**src/logic/ais_pkg.sv**
```systemverilog
package ais_pkg;
  // ----------------------------------------------------------------
  // Word timing and widths
  // ----------------------------------------------------------------
  localparam int AIS_SUB_COUNT = 23;
  localparam int AIS_DATA_BITS = 12;
  localparam int AIS_CODE_BITS = 5;
  localparam int AIS_PROG_MAX = 512;
  localparam logic [4:0] AIS_LAST_BIT = 5'h16;
  localparam logic [4:0] AIS_DATA_LAST = 5'h0b;
  localparam logic [4:0] AIS_CODE_COUNT = 5'h1a;

  // ----------------------------------------------------------------
  // Subinstruction bit positions in the latch
  // ----------------------------------------------------------------
  localparam int SUB_ADD_COMPLEX_MULTIPLY = 0;
  localparam int SUB_ADD_REAL_MULTIPLY = 1;
  localparam int SUB_ADD_SUM_DIFF = 2;
  localparam int SUB_SWAP_INTERMEDIATE_REGS = 3;
  localparam int SUB_LOAD_INTER_2 = 4;
  localparam int SUB_LOAD_INTER_3 = 5;
  localparam int SUB_LOAD_INTER_4 = 6;
  localparam int SUB_LOAD_INTER_5 = 7;
  localparam int SUB_LOAD_INTER_6 = 8;
  localparam int SUB_LOAD_INTER_7 = 9;
  localparam int SUB_LOAD_INTER_8 = 10;
  localparam int SUB_LOAD_PREMUL_1 = 11;
  localparam int SUB_LOAD_PREMUL_2 = 12;
  localparam int SUB_LOAD_PREMUL_3 = 13;
  localparam int SUB_LOAD_PREMUL_4 = 14;
  localparam int SUB_LOAD_PREMUL_5 = 15;
  localparam int SUB_LOAD_REFERENCE_REG = 16;
  localparam int SUB_SHIFT_RIGHT_ONE = 17;
  localparam int SUB_LOAD_INPUT_REG = 18;
  localparam int SUB_LOAD_INPUT_ALT = 19;
  localparam int SUB_LOAD_BUFFER_REGS = 20;
  localparam int SUB_LOAD_PREMUL_AND_REF_COMBO = 21;
  localparam int SUB_BUFFER_OUTPUT_OP = 22;

  typedef logic [AIS_SUB_COUNT-1:0] ais_sub_set_t;

  // One program-store word: buffer-output flag and instruction code
  typedef struct packed {
    logic bufferOutput;
    logic [AIS_CODE_BITS-1:0] code;
  } ais_prog_word_t;

  // Broadcast from control unit to every module
  typedef struct packed {
    logic serialBit;
    logic wordTick;
    logic halve;
    logic [4:0] bitIndex;
  } ais_bcast_t;

  typedef enum logic [1:0] {
    AIS_IDLE = 2'b00,
    AIS_RUN = 2'b01,
    AIS_DRAIN = 2'b10
  } ais_state_t;
endpackage

```
**src/logic/ais_module.sv**
```systemverilog
`timescale 1ns/100ps
module ais_module (
  input wire logic clk,
  input wire logic reset_n,
  input ais_pkg::ais_bcast_t bcast,
  input wire logic dataInBit,
  output logic resultBit,
  output logic overflow,
  output ais_pkg::ais_sub_set_t activeSet
);
  import ais_pkg::*;

  typedef logic [AIS_DATA_BITS-1:0] ais_word_t;

  ais_sub_set_t instrShift, next_instrShift;
  ais_sub_set_t instrLatch, next_instrLatch;
  ais_word_t interReal, interImag, inputReg, premulReg, refReg;
  ais_word_t bufReal, bufImag;
  ais_word_t next_interReal, next_interImag, next_inputReg;
  ais_word_t next_premulReg, next_refReg, next_bufReal, next_bufImag;
  logic next_resultBit, next_overflow;
  logic [AIS_DATA_BITS:0] sumExt, diffExt;
  logic serialPhase;

  assign activeSet = instrLatch;
  assign serialPhase = bcast.bitIndex <= AIS_DATA_LAST;
  assign sumExt = {inputReg[AIS_DATA_BITS-1], inputReg}
                + {premulReg[AIS_DATA_BITS-1], premulReg};
  assign diffExt = {inputReg[AIS_DATA_BITS-1], inputReg}
                 - {premulReg[AIS_DATA_BITS-1], premulReg};

  // ----------------------------------------------------------------
  // Instruction shift register and latch
  // ----------------------------------------------------------------
  // Next word shifts in while the latched word drives the datapath
  always_comb begin
    next_instrShift = {bcast.serialBit, instrShift[AIS_SUB_COUNT-1:1]};
    next_instrLatch = instrLatch;
    if (bcast.wordTick) begin
      next_instrLatch = next_instrShift;
    end
  end

  always_ff @(posedge clk) begin
    if (!reset_n) begin
      instrShift <= '0;
      instrLatch <= '0;
    end else begin
      instrShift <= next_instrShift;
      instrLatch <= next_instrLatch;
    end
  end

  // ----------------------------------------------------------------
  // Datapath: serial moves during the word, word ops at its end
  // ----------------------------------------------------------------
  // Only bits that hold one enable their paths
  always_comb begin
    next_interReal = interReal;
    next_interImag = interImag;
    next_inputReg = inputReg;
    next_premulReg = premulReg;
    next_refReg = refReg;
    next_bufReal = bufReal;
    next_bufImag = bufImag;
    next_resultBit = 1'b0;
    next_overflow = 1'b0;
    // Bit-serial fill of the input register, LSB first
    if (serialPhase && instrLatch[SUB_LOAD_INPUT_REG]) begin
      next_inputReg = {dataInBit, inputReg[AIS_DATA_BITS-1:1]};
    end
    // Real goes out while imaginary slides into real
    if (serialPhase && instrLatch[SUB_BUFFER_OUTPUT_OP]) begin
      next_resultBit = bufReal[0];
      next_bufReal = {bufImag[0], bufReal[AIS_DATA_BITS-1:1]};
      next_bufImag = {1'b0, bufImag[AIS_DATA_BITS-1:1]};
    end
    if (bcast.wordTick) begin
      if (instrLatch[SUB_ADD_SUM_DIFF]) begin
        next_interReal = sumExt[AIS_DATA_BITS-1:0];
        next_interImag = diffExt[AIS_DATA_BITS-1:0];
        next_overflow = (sumExt[AIS_DATA_BITS] != sumExt[AIS_DATA_BITS-1])
                      || (diffExt[AIS_DATA_BITS] != diffExt[AIS_DATA_BITS-1]);
      end
      if (instrLatch[SUB_ADD_REAL_MULTIPLY]
          || instrLatch[SUB_ADD_COMPLEX_MULTIPLY]) begin
        next_interReal = interReal + refReg;
      end
      if (instrLatch[SUB_SWAP_INTERMEDIATE_REGS]) begin
        next_interReal = interImag;
        next_interImag = interReal;
      end
      if (instrLatch[SUB_LOAD_INTER_2] || instrLatch[SUB_LOAD_INTER_7]) begin
        next_interReal = inputReg;
      end
      if (|instrLatch[SUB_LOAD_PREMUL_5:SUB_LOAD_PREMUL_1]
          || instrLatch[SUB_LOAD_PREMUL_AND_REF_COMBO]) begin
        next_premulReg = inputReg;
      end
      if (instrLatch[SUB_LOAD_REFERENCE_REG]
          || instrLatch[SUB_LOAD_PREMUL_AND_REF_COMBO]) begin
        next_refReg = inputReg;
      end
      if (instrLatch[SUB_LOAD_BUFFER_REGS]) begin
        next_bufReal = interReal;
        next_bufImag = interImag;
      end
      if (instrLatch[SUB_SHIFT_RIGHT_ONE]) begin
        next_interReal = $signed(next_interReal) >>> 1;
      end
    end
    // Broadcast overflow halves intermediate, input and premultiply values once
    if (bcast.halve) begin
      next_interReal = $signed(next_interReal) >>> 1;
      next_interImag = $signed(next_interImag) >>> 1;
      next_inputReg = $signed(next_inputReg) >>> 1;
      next_premulReg = $signed(next_premulReg) >>> 1;
    end
  end

  always_ff @(posedge clk) begin
    if (!reset_n) begin
      interReal <= '0;
      interImag <= '0;
      inputReg <= '0;
      premulReg <= '0;
      refReg <= '0;
      bufReal <= '0;
      bufImag <= '0;
      resultBit <= 1'b0;
      overflow <= 1'b0;
    end else begin
      interReal <= next_interReal;
      interImag <= next_interImag;
      inputReg <= next_inputReg;
      premulReg <= next_premulReg;
      refReg <= next_refReg;
      bufReal <= next_bufReal;
      bufImag <= next_bufImag;
      resultBit <= next_resultBit;
      overflow <= next_overflow;
    end
  end
endmodule

```
**src/logic/ais_sequencer.sv**
```systemverilog
// Function
// - Modules shift instruction serially into 23 bits
// - Word boundary copies shift register into latch
// - Each latch bit enables one subinstruction
// - Several enabled bits form one instruction
// - Next instruction shifts while current executes
// - Module offers twenty-three basic subinstructions
// - Exchange swaps the intermediate register pair
// - Six-bit word: code plus buffer-output bit
// - Program store holds at most 512 words
// - Decoder expands code into control shift register
// - Program select picks region read sequentially
// - Any module overflow but one raised by the last word is broadcast to all
// - Overflow events before the last word are counted per computation
// - Modules halve data on overflow notice
// - Buffer output shifts results out of module
// - Imaginary buffer moves into real during output
// - Twelve-bit registers, bit-serial, modules in parallel
`timescale 1ns/100ps
module ais_sequencer #(
  parameter int NUM_MODULES = 4,
  parameter int PROG_DEPTH = 512,
  parameter int REGION_WORDS = 64,
  parameter int SELECT_BITS = 3,
  parameter int OVF_COUNT_BITS = 8
) (
  input wire logic clk,
  input wire logic reset_n,
  input wire logic progWriteEn,
  input wire logic [$clog2(PROG_DEPTH)-1:0] progWriteAddr,
  input ais_pkg::ais_prog_word_t progWriteData,
  input wire logic [SELECT_BITS-1:0] progSelect,
  input wire logic start,
  input wire logic [NUM_MODULES-1:0] dataInBits,
  output logic [NUM_MODULES-1:0] resultBits,
  output logic busy,
  output logic done,
  output logic [OVF_COUNT_BITS-1:0] overflowCount,
  output ais_pkg::ais_sub_set_t currentSet
);
  import ais_pkg::*;

  localparam int ADDR_BITS = $clog2(PROG_DEPTH);
  typedef logic [ADDR_BITS-1:0] ais_addr_t;

  // ----------------------------------------------------------------
  // Elaboration checks
  // ----------------------------------------------------------------
  // Store beyond 512 words is refused before anything runs
  if (PROG_DEPTH > AIS_PROG_MAX || PROG_DEPTH < 2) begin
    $error("program store depth out of range");
  end
  if (REGION_WORDS < 1 ||
      REGION_WORDS * (2 ** SELECT_BITS) > PROG_DEPTH) begin
    $error("regions do not fit the program store");
  end
  if (NUM_MODULES < 1) begin
    $error("at least one module is needed");
  end

  // ----------------------------------------------------------------
  // Decoder: five-bit code to subinstruction set
  // ----------------------------------------------------------------
  function automatic ais_sub_set_t ais_decode(input ais_prog_word_t w);
    ais_sub_set_t s;
    s = '0;
    case (w.code)
      5'h01: begin s[SUB_ADD_COMPLEX_MULTIPLY] = 1'b1;
        s[SUB_LOAD_INTER_2] = 1'b1; end
      5'h02: begin s[SUB_ADD_COMPLEX_MULTIPLY] = 1'b1;
        s[SUB_LOAD_INTER_2] = 1'b1; s[SUB_LOAD_PREMUL_3] = 1'b1;
        s[SUB_SHIFT_RIGHT_ONE] = 1'b1; end
      5'h03: s[SUB_SWAP_INTERMEDIATE_REGS] = 1'b1;
      5'h04: begin s[SUB_ADD_COMPLEX_MULTIPLY] = 1'b1;
        s[SUB_LOAD_INTER_2] = 1'b1; s[SUB_SHIFT_RIGHT_ONE] = 1'b1; end
      5'h05: begin s[SUB_ADD_SUM_DIFF] = 1'b1;
        s[SUB_LOAD_INTER_5] = 1'b1; s[SUB_LOAD_PREMUL_1] = 1'b1; end
      5'h06: begin s[SUB_ADD_SUM_DIFF] = 1'b1;
        s[SUB_LOAD_PREMUL_2] = 1'b1; end
      5'h07: begin s[SUB_LOAD_INTER_7] = 1'b1;
        s[SUB_LOAD_INPUT_REG] = 1'b1; end
      5'h08: begin s[SUB_ADD_SUM_DIFF] = 1'b1;
        s[SUB_LOAD_BUFFER_REGS] = 1'b1; end
      5'h09: begin s[SUB_ADD_SUM_DIFF] = 1'b1;
        s[SUB_LOAD_INTER_6] = 1'b1; s[SUB_LOAD_INTER_5] = 1'b1; end
      5'h0a: s[SUB_LOAD_INTER_7] = 1'b1;
      5'h0b: begin s[SUB_ADD_SUM_DIFF] = 1'b1;
        s[SUB_LOAD_INPUT_REG] = 1'b1; s[SUB_LOAD_BUFFER_REGS] = 1'b1; end
      5'h0c: begin s[SUB_ADD_REAL_MULTIPLY] = 1'b1;
        s[SUB_LOAD_INTER_3] = 1'b1; end
      5'h0d: begin s[SUB_ADD_REAL_MULTIPLY] = 1'b1;
        s[SUB_LOAD_INTER_4] = 1'b1; s[SUB_SHIFT_RIGHT_ONE] = 1'b1; end
      5'h0e: begin s[SUB_ADD_REAL_MULTIPLY] = 1'b1;
        s[SUB_LOAD_INTER_3] = 1'b1; s[SUB_SHIFT_RIGHT_ONE] = 1'b1; end
      5'h0f: begin s[SUB_ADD_SUM_DIFF] = 1'b1;
        s[SUB_LOAD_INTER_4] = 1'b1; s[SUB_LOAD_INTER_8] = 1'b1; end
      5'h10: begin s[SUB_ADD_SUM_DIFF] = 1'b1;
        s[SUB_LOAD_PREMUL_5] = 1'b1; end
      5'h11: s[SUB_ADD_SUM_DIFF] = 1'b1;
      5'h12: begin s[SUB_ADD_COMPLEX_MULTIPLY] = 1'b1;
        s[SUB_LOAD_INTER_2] = 1'b1; s[SUB_LOAD_PREMUL_4] = 1'b1;
        s[SUB_SHIFT_RIGHT_ONE] = 1'b1; end
      5'h13: begin s[SUB_LOAD_PREMUL_1] = 1'b1;
        s[SUB_LOAD_REFERENCE_REG] = 1'b1; end
      5'h14: s[SUB_LOAD_REFERENCE_REG] = 1'b1;
      5'h15: begin s[SUB_ADD_SUM_DIFF] = 1'b1;
        s[SUB_LOAD_INPUT_ALT] = 1'b1; end
      5'h16: begin s[SUB_ADD_SUM_DIFF] = 1'b1;
        s[SUB_LOAD_INTER_4] = 1'b1; end
      5'h17: begin s[SUB_LOAD_REFERENCE_REG] = 1'b1;
        s[SUB_LOAD_INPUT_REG] = 1'b1; end
      5'h18: s[SUB_LOAD_INPUT_REG] = 1'b1;
      5'h19: s[SUB_LOAD_PREMUL_2] = 1'b1;
      AIS_CODE_COUNT: s[SUB_LOAD_PREMUL_AND_REF_COMBO] = 1'b1;
      default: s = '0;
    endcase
    // Buffer output rides on its own bit, never in a code
    s[SUB_BUFFER_OUTPUT_OP] = w.bufferOutput;
    return s;
  endfunction

  // ----------------------------------------------------------------
  // Program store, flip-flops loaded through the write port
  // ----------------------------------------------------------------
  ais_prog_word_t progStore [PROG_DEPTH];

  always_ff @(posedge clk) begin
    if (progWriteEn) begin
      progStore[progWriteAddr] <= progWriteData;
    end
  end

  // ----------------------------------------------------------------
  // Sequencer state
  // ----------------------------------------------------------------
  ais_state_t state, next_state;
  ais_addr_t pc, next_pc, regionLast, next_regionLast, regionBase;
  ais_sub_set_t cmdShift, next_cmdShift;
  logic [4:0] bitIndex, next_bitIndex;
  logic next_done, wordTick;
  logic ovfPending, next_ovfPending, halve, next_halve;
  logic [OVF_COUNT_BITS-1:0] next_overflowCount;
  logic [NUM_MODULES-1:0] moduleOvf;
  ais_sub_set_t moduleSets [NUM_MODULES];
  ais_bcast_t bcast;

  assign regionBase = ADDR_BITS'(progSelect * REGION_WORDS);
  assign wordTick = (state != AIS_IDLE) && (bitIndex == AIS_LAST_BIT);
  assign busy = state != AIS_IDLE;
  assign currentSet = moduleSets[0];
  assign bcast = '{serialBit: cmdShift[0], wordTick: wordTick,
                   halve: halve, bitIndex: bitIndex};

  // One word per word time; a drain word lets the last one execute
  always_comb begin
    next_state = state;
    next_pc = pc;
    next_regionLast = regionLast;
    next_cmdShift = cmdShift;
    next_bitIndex = bitIndex;
    next_done = 1'b0;
    case (state)
      AIS_IDLE: begin
        if (start) begin
          next_state = AIS_RUN;
          next_pc = regionBase;
          next_regionLast = ADDR_BITS'(regionBase + REGION_WORDS - 1);
          next_cmdShift = ais_decode(progStore[regionBase]);
          next_bitIndex = '0;
        end
      end
      AIS_RUN, AIS_DRAIN: begin
        next_cmdShift = {1'b0, cmdShift[AIS_SUB_COUNT-1:1]};
        next_bitIndex = bitIndex + 5'h01;
        if (wordTick) begin
          next_bitIndex = '0;
          if (state == AIS_DRAIN) begin
            next_state = AIS_IDLE;
            next_done = 1'b1;
          end else if (pc == regionLast) begin
            next_state = AIS_DRAIN;
          end else begin
            next_pc = pc + 1'b1;
            next_cmdShift = ais_decode(progStore[next_pc]);
          end
        end
      end
      default: next_state = AIS_IDLE;
    endcase
  end

  // Overflow collected all word, broadcast and counted at its end
  always_comb begin
    next_ovfPending = ovfPending | (|moduleOvf);
    next_halve = 1'b0;
    next_overflowCount = overflowCount;
    if (state == AIS_IDLE && start) begin
      next_ovfPending = 1'b0;
      next_overflowCount = '0;
    end else if (wordTick && ovfPending) begin
      next_halve = 1'b1;
      next_ovfPending = |moduleOvf; // new event wins over the clear
      next_overflowCount = overflowCount + 1'b1;
    end
  end

  always_ff @(posedge clk) begin
    if (!reset_n) begin
      state <= AIS_IDLE;
      pc <= '0;
      regionLast <= '0;
      cmdShift <= '0;
      bitIndex <= '0;
      done <= 1'b0;
      ovfPending <= 1'b0;
      halve <= 1'b0;
      overflowCount <= '0;
    end else begin
      state <= next_state;
      pc <= next_pc;
      regionLast <= next_regionLast;
      cmdShift <= next_cmdShift;
      bitIndex <= next_bitIndex;
      done <= next_done;
      ovfPending <= next_ovfPending;
      halve <= next_halve;
      overflowCount <= next_overflowCount;
    end
  end

  // ----------------------------------------------------------------
  // Module array, all fed the same broadcast
  // ----------------------------------------------------------------
  for (genvar m = 0; m < NUM_MODULES; m++) begin : gen_mod
    ais_module u_module (
      .clk(clk),
      .reset_n(reset_n),
      .bcast(bcast),
      .dataInBit(dataInBits[m]),
      .resultBit(resultBits[m]),
      .overflow(moduleOvf[m]),
      .activeSet(moduleSets[m])
    );
  end
endmodule

```
**config.mk**
```make
export PLATFORM = sky130hd
export DESIGN_NAME = ais_sequencer
export DESIGN_NICKNAME = d
export VERILOG_FILES = /design/src/logic/ais_pkg.sv /design/src/logic/ais_module.sv /design/src/logic/ais_sequencer.sv
export SDC_FILE = /design/constraint.sdc
export NUM_CORES = 2
export LEC_CHECK = 0
export BUFFER_PORTS_ARGS = -buffer_cell sky130_fd_sc_hd__buf_2
export CAP_MARGIN = 5
export CORE_MARGIN = 2
export CORE_UTILIZATION = 57
export DETAILED_ROUTE_END_ITERATION = 8
export HOLD_SLACK_MARGIN = 0.08
export PLACE_DENSITY = 0.73
export SLEW_MARGIN = 20
export SYNTH_ARGS = -nofsm -noshare
export SYNTH_HDL_FRONTEND = slang
export SYNTH_SLANG_ARGS = --single-unit
```
**constraint.sdc**
```tcl
create_clock -name clk -period 5.45 [get_ports clk]
set_clock_uncertainty 0.15 [all_clocks]
set_input_delay 0.2725 -clock clk [delete_from_list [all_inputs] [get_ports clk]]
set_output_delay 0.2725 -clock clk [all_outputs]
set_load 0.01 [all_outputs]
```
==> results.py <==
metrics = {
    "synthesis": {
        "synth_simple_gate_area_share_pct": 6.36,
        "syn_nets": 9229,
        "synth_mux_area_share_pct": 15.0,
        "synth_top_area_share_pct": 62.4,
        "synth_xor_area_share_pct": 0.581,
        "synthTopCellsByArea": "edfxtp_1 (62%), mux4_2 (14%), dfxtp_1 (6.0%), nor2_1 (2.6%), nand2_1 (1.8%)",
        "synthCells": 9043,
        "synth_commonest_cells": "edfxtp_1 (3,072), nor2_1 (1,032), mux4_2 (930), nand2_1 (694), dfxtp_1 (443)",
        "synth-compound-area-share_pct": 5.76,
        "syn_area_per_cell_um2": 16.3,
        "synthAdderAreaFrac_pct": 1.42,
        "ys_types": 93,
        "post-synth-top-count-cell": "edfxtp_1",
        "yosys_register_bits": 3515,
        "syn-cell-area_um2": 148000,
        "synth_top_cell_by_area": "edfxtp_1",
        "synth_edf_count": 3072,
        "synth_top_flop_cell": "edfxtp_1",
        "async_flop_share_pct": 0,
        "ys_seq_area_share_pct": 68.4,
        "synth_top_family_by_area": "multiplexers",
        "yosysWarnings": 0,
    },
    "grt": {
        "grt_overflow": 0,
        "antenna_found_initial": 15,
        "grt_pass1_vias": 84300,
        "grt_pass1_wl_um": 567000,
        "grt.total_usage_pct": 29.1,
        "grt_max_degree": 214,
        "use_met3_pct": 5.07,
        "top_usage_layer": "met2",
        "grtUsageMet2_pct": 46.3,
        "use_met1_pct": 40.5,
    },
    "final_layout": {
        "drive_gt1_share_pct": 20.2,
        "areaGrowthSynthToFinish_pct": 11.1,
        "nets": 9309,
        "stdcell_count": 12800,
    },
    "cts": {
        "postCtsSetupRepairBufs": 0,
        "numCtsBuffers": 352,
        "h-tree-depth": 5,
        "clk_pin_slew_ns": 0.06,
        "root_buffer": "clkbuf_16",
        "clock-sinks": 3515,
        "clock_latency_ns": 0.87,
        "tritoncts": "done",
        "cts.path.max_buffers": 4,
    },
    "critical_path": {
        "path_class": "reg -> reg",
        "cp.arrival_ns": 5.97,
        "cp-end-kind": "register",
        "startpoint_type": "register",
        "path_cells": "clkinv_1 -> or3_1 -> and2_2 -> nor3_2 -> a32o_1 -> nor4_1 -> o22ai_1 -> or4_4 -> or3b_1 -> a211oi_2 -> o21ai_1 -> a21oi_1",
        "cp_max_fo": 15,
        "crit_required_ns": 6.10,
        "max_stage_delay_ns": 0.94,
        "slowest_stage": "nor3_2",
    },
    "power_and_ir_drop": {
        "p_per_area_nw_per_um2": 339,
        "p_switching_uw": 11900,
        "p_comb_share_pct": 3.9,
        "power.leakage_uw": 0.0517,
        "seq_power_share_pct": 52.9,
        "p_int_uw": 43800,
        "power_switching_share_pct": 21.3,
        "total_power_uw": 55600,
        "ir_drop_mv": 0.399,
        "p_clk_share_pct": 43.2,
    },
    "sta": {
        "fmax_mhz": 188,
        "timing.slew.headroom_pct": 11.9,
        "worstMarginPinSlew_ns": 1.32,
        "hold_viol": 0,
        "post-route-period-util_pct": 97.5,
        "setup-tns-final_ns": 0,
        "rsz0062_at_grt": "no",
        "setup_viol": 0,
        "maxSlewViolCount": 0,
        "min_period_ns": 5.32,
        "holdWs_ns": 0.164,
    },
    "placed_design": {
        "hpwl_um": 229000,
        "dp.cells": 12100,
        "place_congestion": 0.962,
        "io_buffers": 62,
    },
    "floorplan": {
        "initial_core_util_pct": 57.4,
        "die_area_um2": 263000,
        "die_h_um": 513,
        "rows": 186,
        "ios": 63,
        "die_x_um": 513,
        "design.core.area_um2": 257000,
    },
    "drt": {
        "vias": 86300,
        "vias_per_cell": 6.75,
        "firstDrtPassIters": 8,
        "drtIter0Drc": 12100,
        "routed_wl_um": 385000,
        "drc_errors": 0,
        "ant_nets": 0,
        "wl_per_cell_um": 30.1,
    },
    "run_status": {
        "status": "complete, no violations",
    },
    "min_path": {
        "hold_path.class": "in -> reg",
    },
    "job": {
        "drv_cap": 0,
    },
}
stage by stage:
step	util [%]	setup WS [ns]	cell area, um2
floorplan	-	1.12	148000
global placement	59.2	0.355	152000
detailed placement	59.2	0.348	152000
CTS	63.7	0.259	164000
global route	63.7	0.0172	164000
finish	63.8	0.134	164000
layout by cell type (no fill, tap or decap), drive strengths merged, types with 22 or more instances in the layout:
| cell type | count |
|---|---|
| nand3 | 71 |
| a221oi | 22 |
| bufinv | 35 |
| xnor2 | 58 |
| a31oi | 58 |
| mux2 | 31 |
| a2111oi | 24 |
| clkbuf | 426 |
| a311oi | 111 |
| xor2 | 37 |
| clkinv | 151 |
| a211oi | 107 |
| edfxtp | 3072 |
| mux4 | 930 |
| mux2i | 94 |
| o22ai | 99 |
| dfxtp | 443 |
| a222oi | 40 |
| nor2b | 29 |
| o221ai | 27 |
| and3 | 43 |
| or3 | 31 |
| buf | 326 |
| nand2 | 694 |
| nor3 | 61 |
| inv | 157 |
| a21oi | 298 |
| and2 | 114 |
| o21bai | 27 |
| a21boi | 23 |
| nand2b | 29 |
| o21ai | 196 |
| nor3b | 22 |
| nor2 | 1033 |
| ha | 148 |
path summary, 6_finish.rpt:
check                                     from                          endpoint  slack (ns)  depth (start not counted)
max reg2reg                              pc[4]                       cmdShift[9]        0.13                         12
max                                      pc[4]                       cmdShift[9]        0.13                         12
min                           progWriteAddr[1]                  progStore[27][1]        0.16                          3
min reg2reg  gen_mod[1].u_module.instrShift[3]  gen_mod[1].u_module.activeSet[2]        0.28                          2
registers in the layout, indices dropped and copies added, names as in the netlist:
name,cells
gen_mod.u_module.activeSet,23
cmdShift,23
gen_mod.u_module.instrShift,22
gen_mod.u_module.bufReal,48
gen_mod.u_module.interReal,48
gen_mod.u_module.refReg,48
gen_mod.u_module.interImag,48
pc,9
state,2
gen_mod.u_module.overflow,4
done,1
gen_mod.u_module.premulReg,48
overflowCount,8
ovfPending,1
regionLast,4
gen_mod.u_module.inputReg,48
progStore,3072
gen_mod.u_module.resultBit,4
halve,1
bitIndex,5
gen_mod.u_module.bufImag,48
metal layers:
layer  routed length (um)  vias to the layer above
met5                   46                        -
met4                16700                        6
met3                38800                      964
met2               185000                     5191
met1               144000                    44300
li1                     -                    35800
layout make-up:
cell class / count / area, um2
antenna: 6 / 15.0
clock buffer: 426 / 9300
clock inverter: 203 / 2080
fill: 17400 / 93300
inverter: 151 / 574
multi-input combinational: 4759 / 43400
sequential: 3515 / 101000
tap: 3384 / 4230
timing repair buffer: 344 / 3320
power by group through the flow:
stage / sequential [uW] / combinational (uW) / clock, uW
floorplan: 30000 / 1040 / 0
global placement: 30000 / 2040 / 0
detailed placement: 30000 / 2080 / 0
CTS: 29400 / 2100 / 24300
global route: 29400 / 2300 / 25200
finish: 29400 / 2140 / 24100
what timing repair did:
item / 4_1_cts / 5_1_grt
resized for setup: 0 / 1
hold endpoints to repair: 633 / 0
hold buffers: 18 / 0
setup endpoints to repair: 0 / 1
logic make-up (layout without fill, tap and decap cells):
family | Yosys count | in the layout
buf+inv | 769 | 1124
simple gates | 2203 | 2203
other cells | 0 | 6
mux | 1055 | 1055
xor+xnor | 95 | 95
compound gates | 1246 | 1246
flops | 3515 | 3515
fa+ha+maj | 160 | 160
worst max-delay path, delay by kind of cell, from the launching register on:
| family | cells | cell delay, ns |
|---|---|---|
| flip-flops | 1 | 0.55 |
| buffers and inverters | 1 | 0.36 |
| AO/OA/AOI/OAI | 5 | 1.49 |
| AND/OR/NAND/NOR | 6 | 2.65 |
No activity file was read; power rests on OpenSTA's default activity.
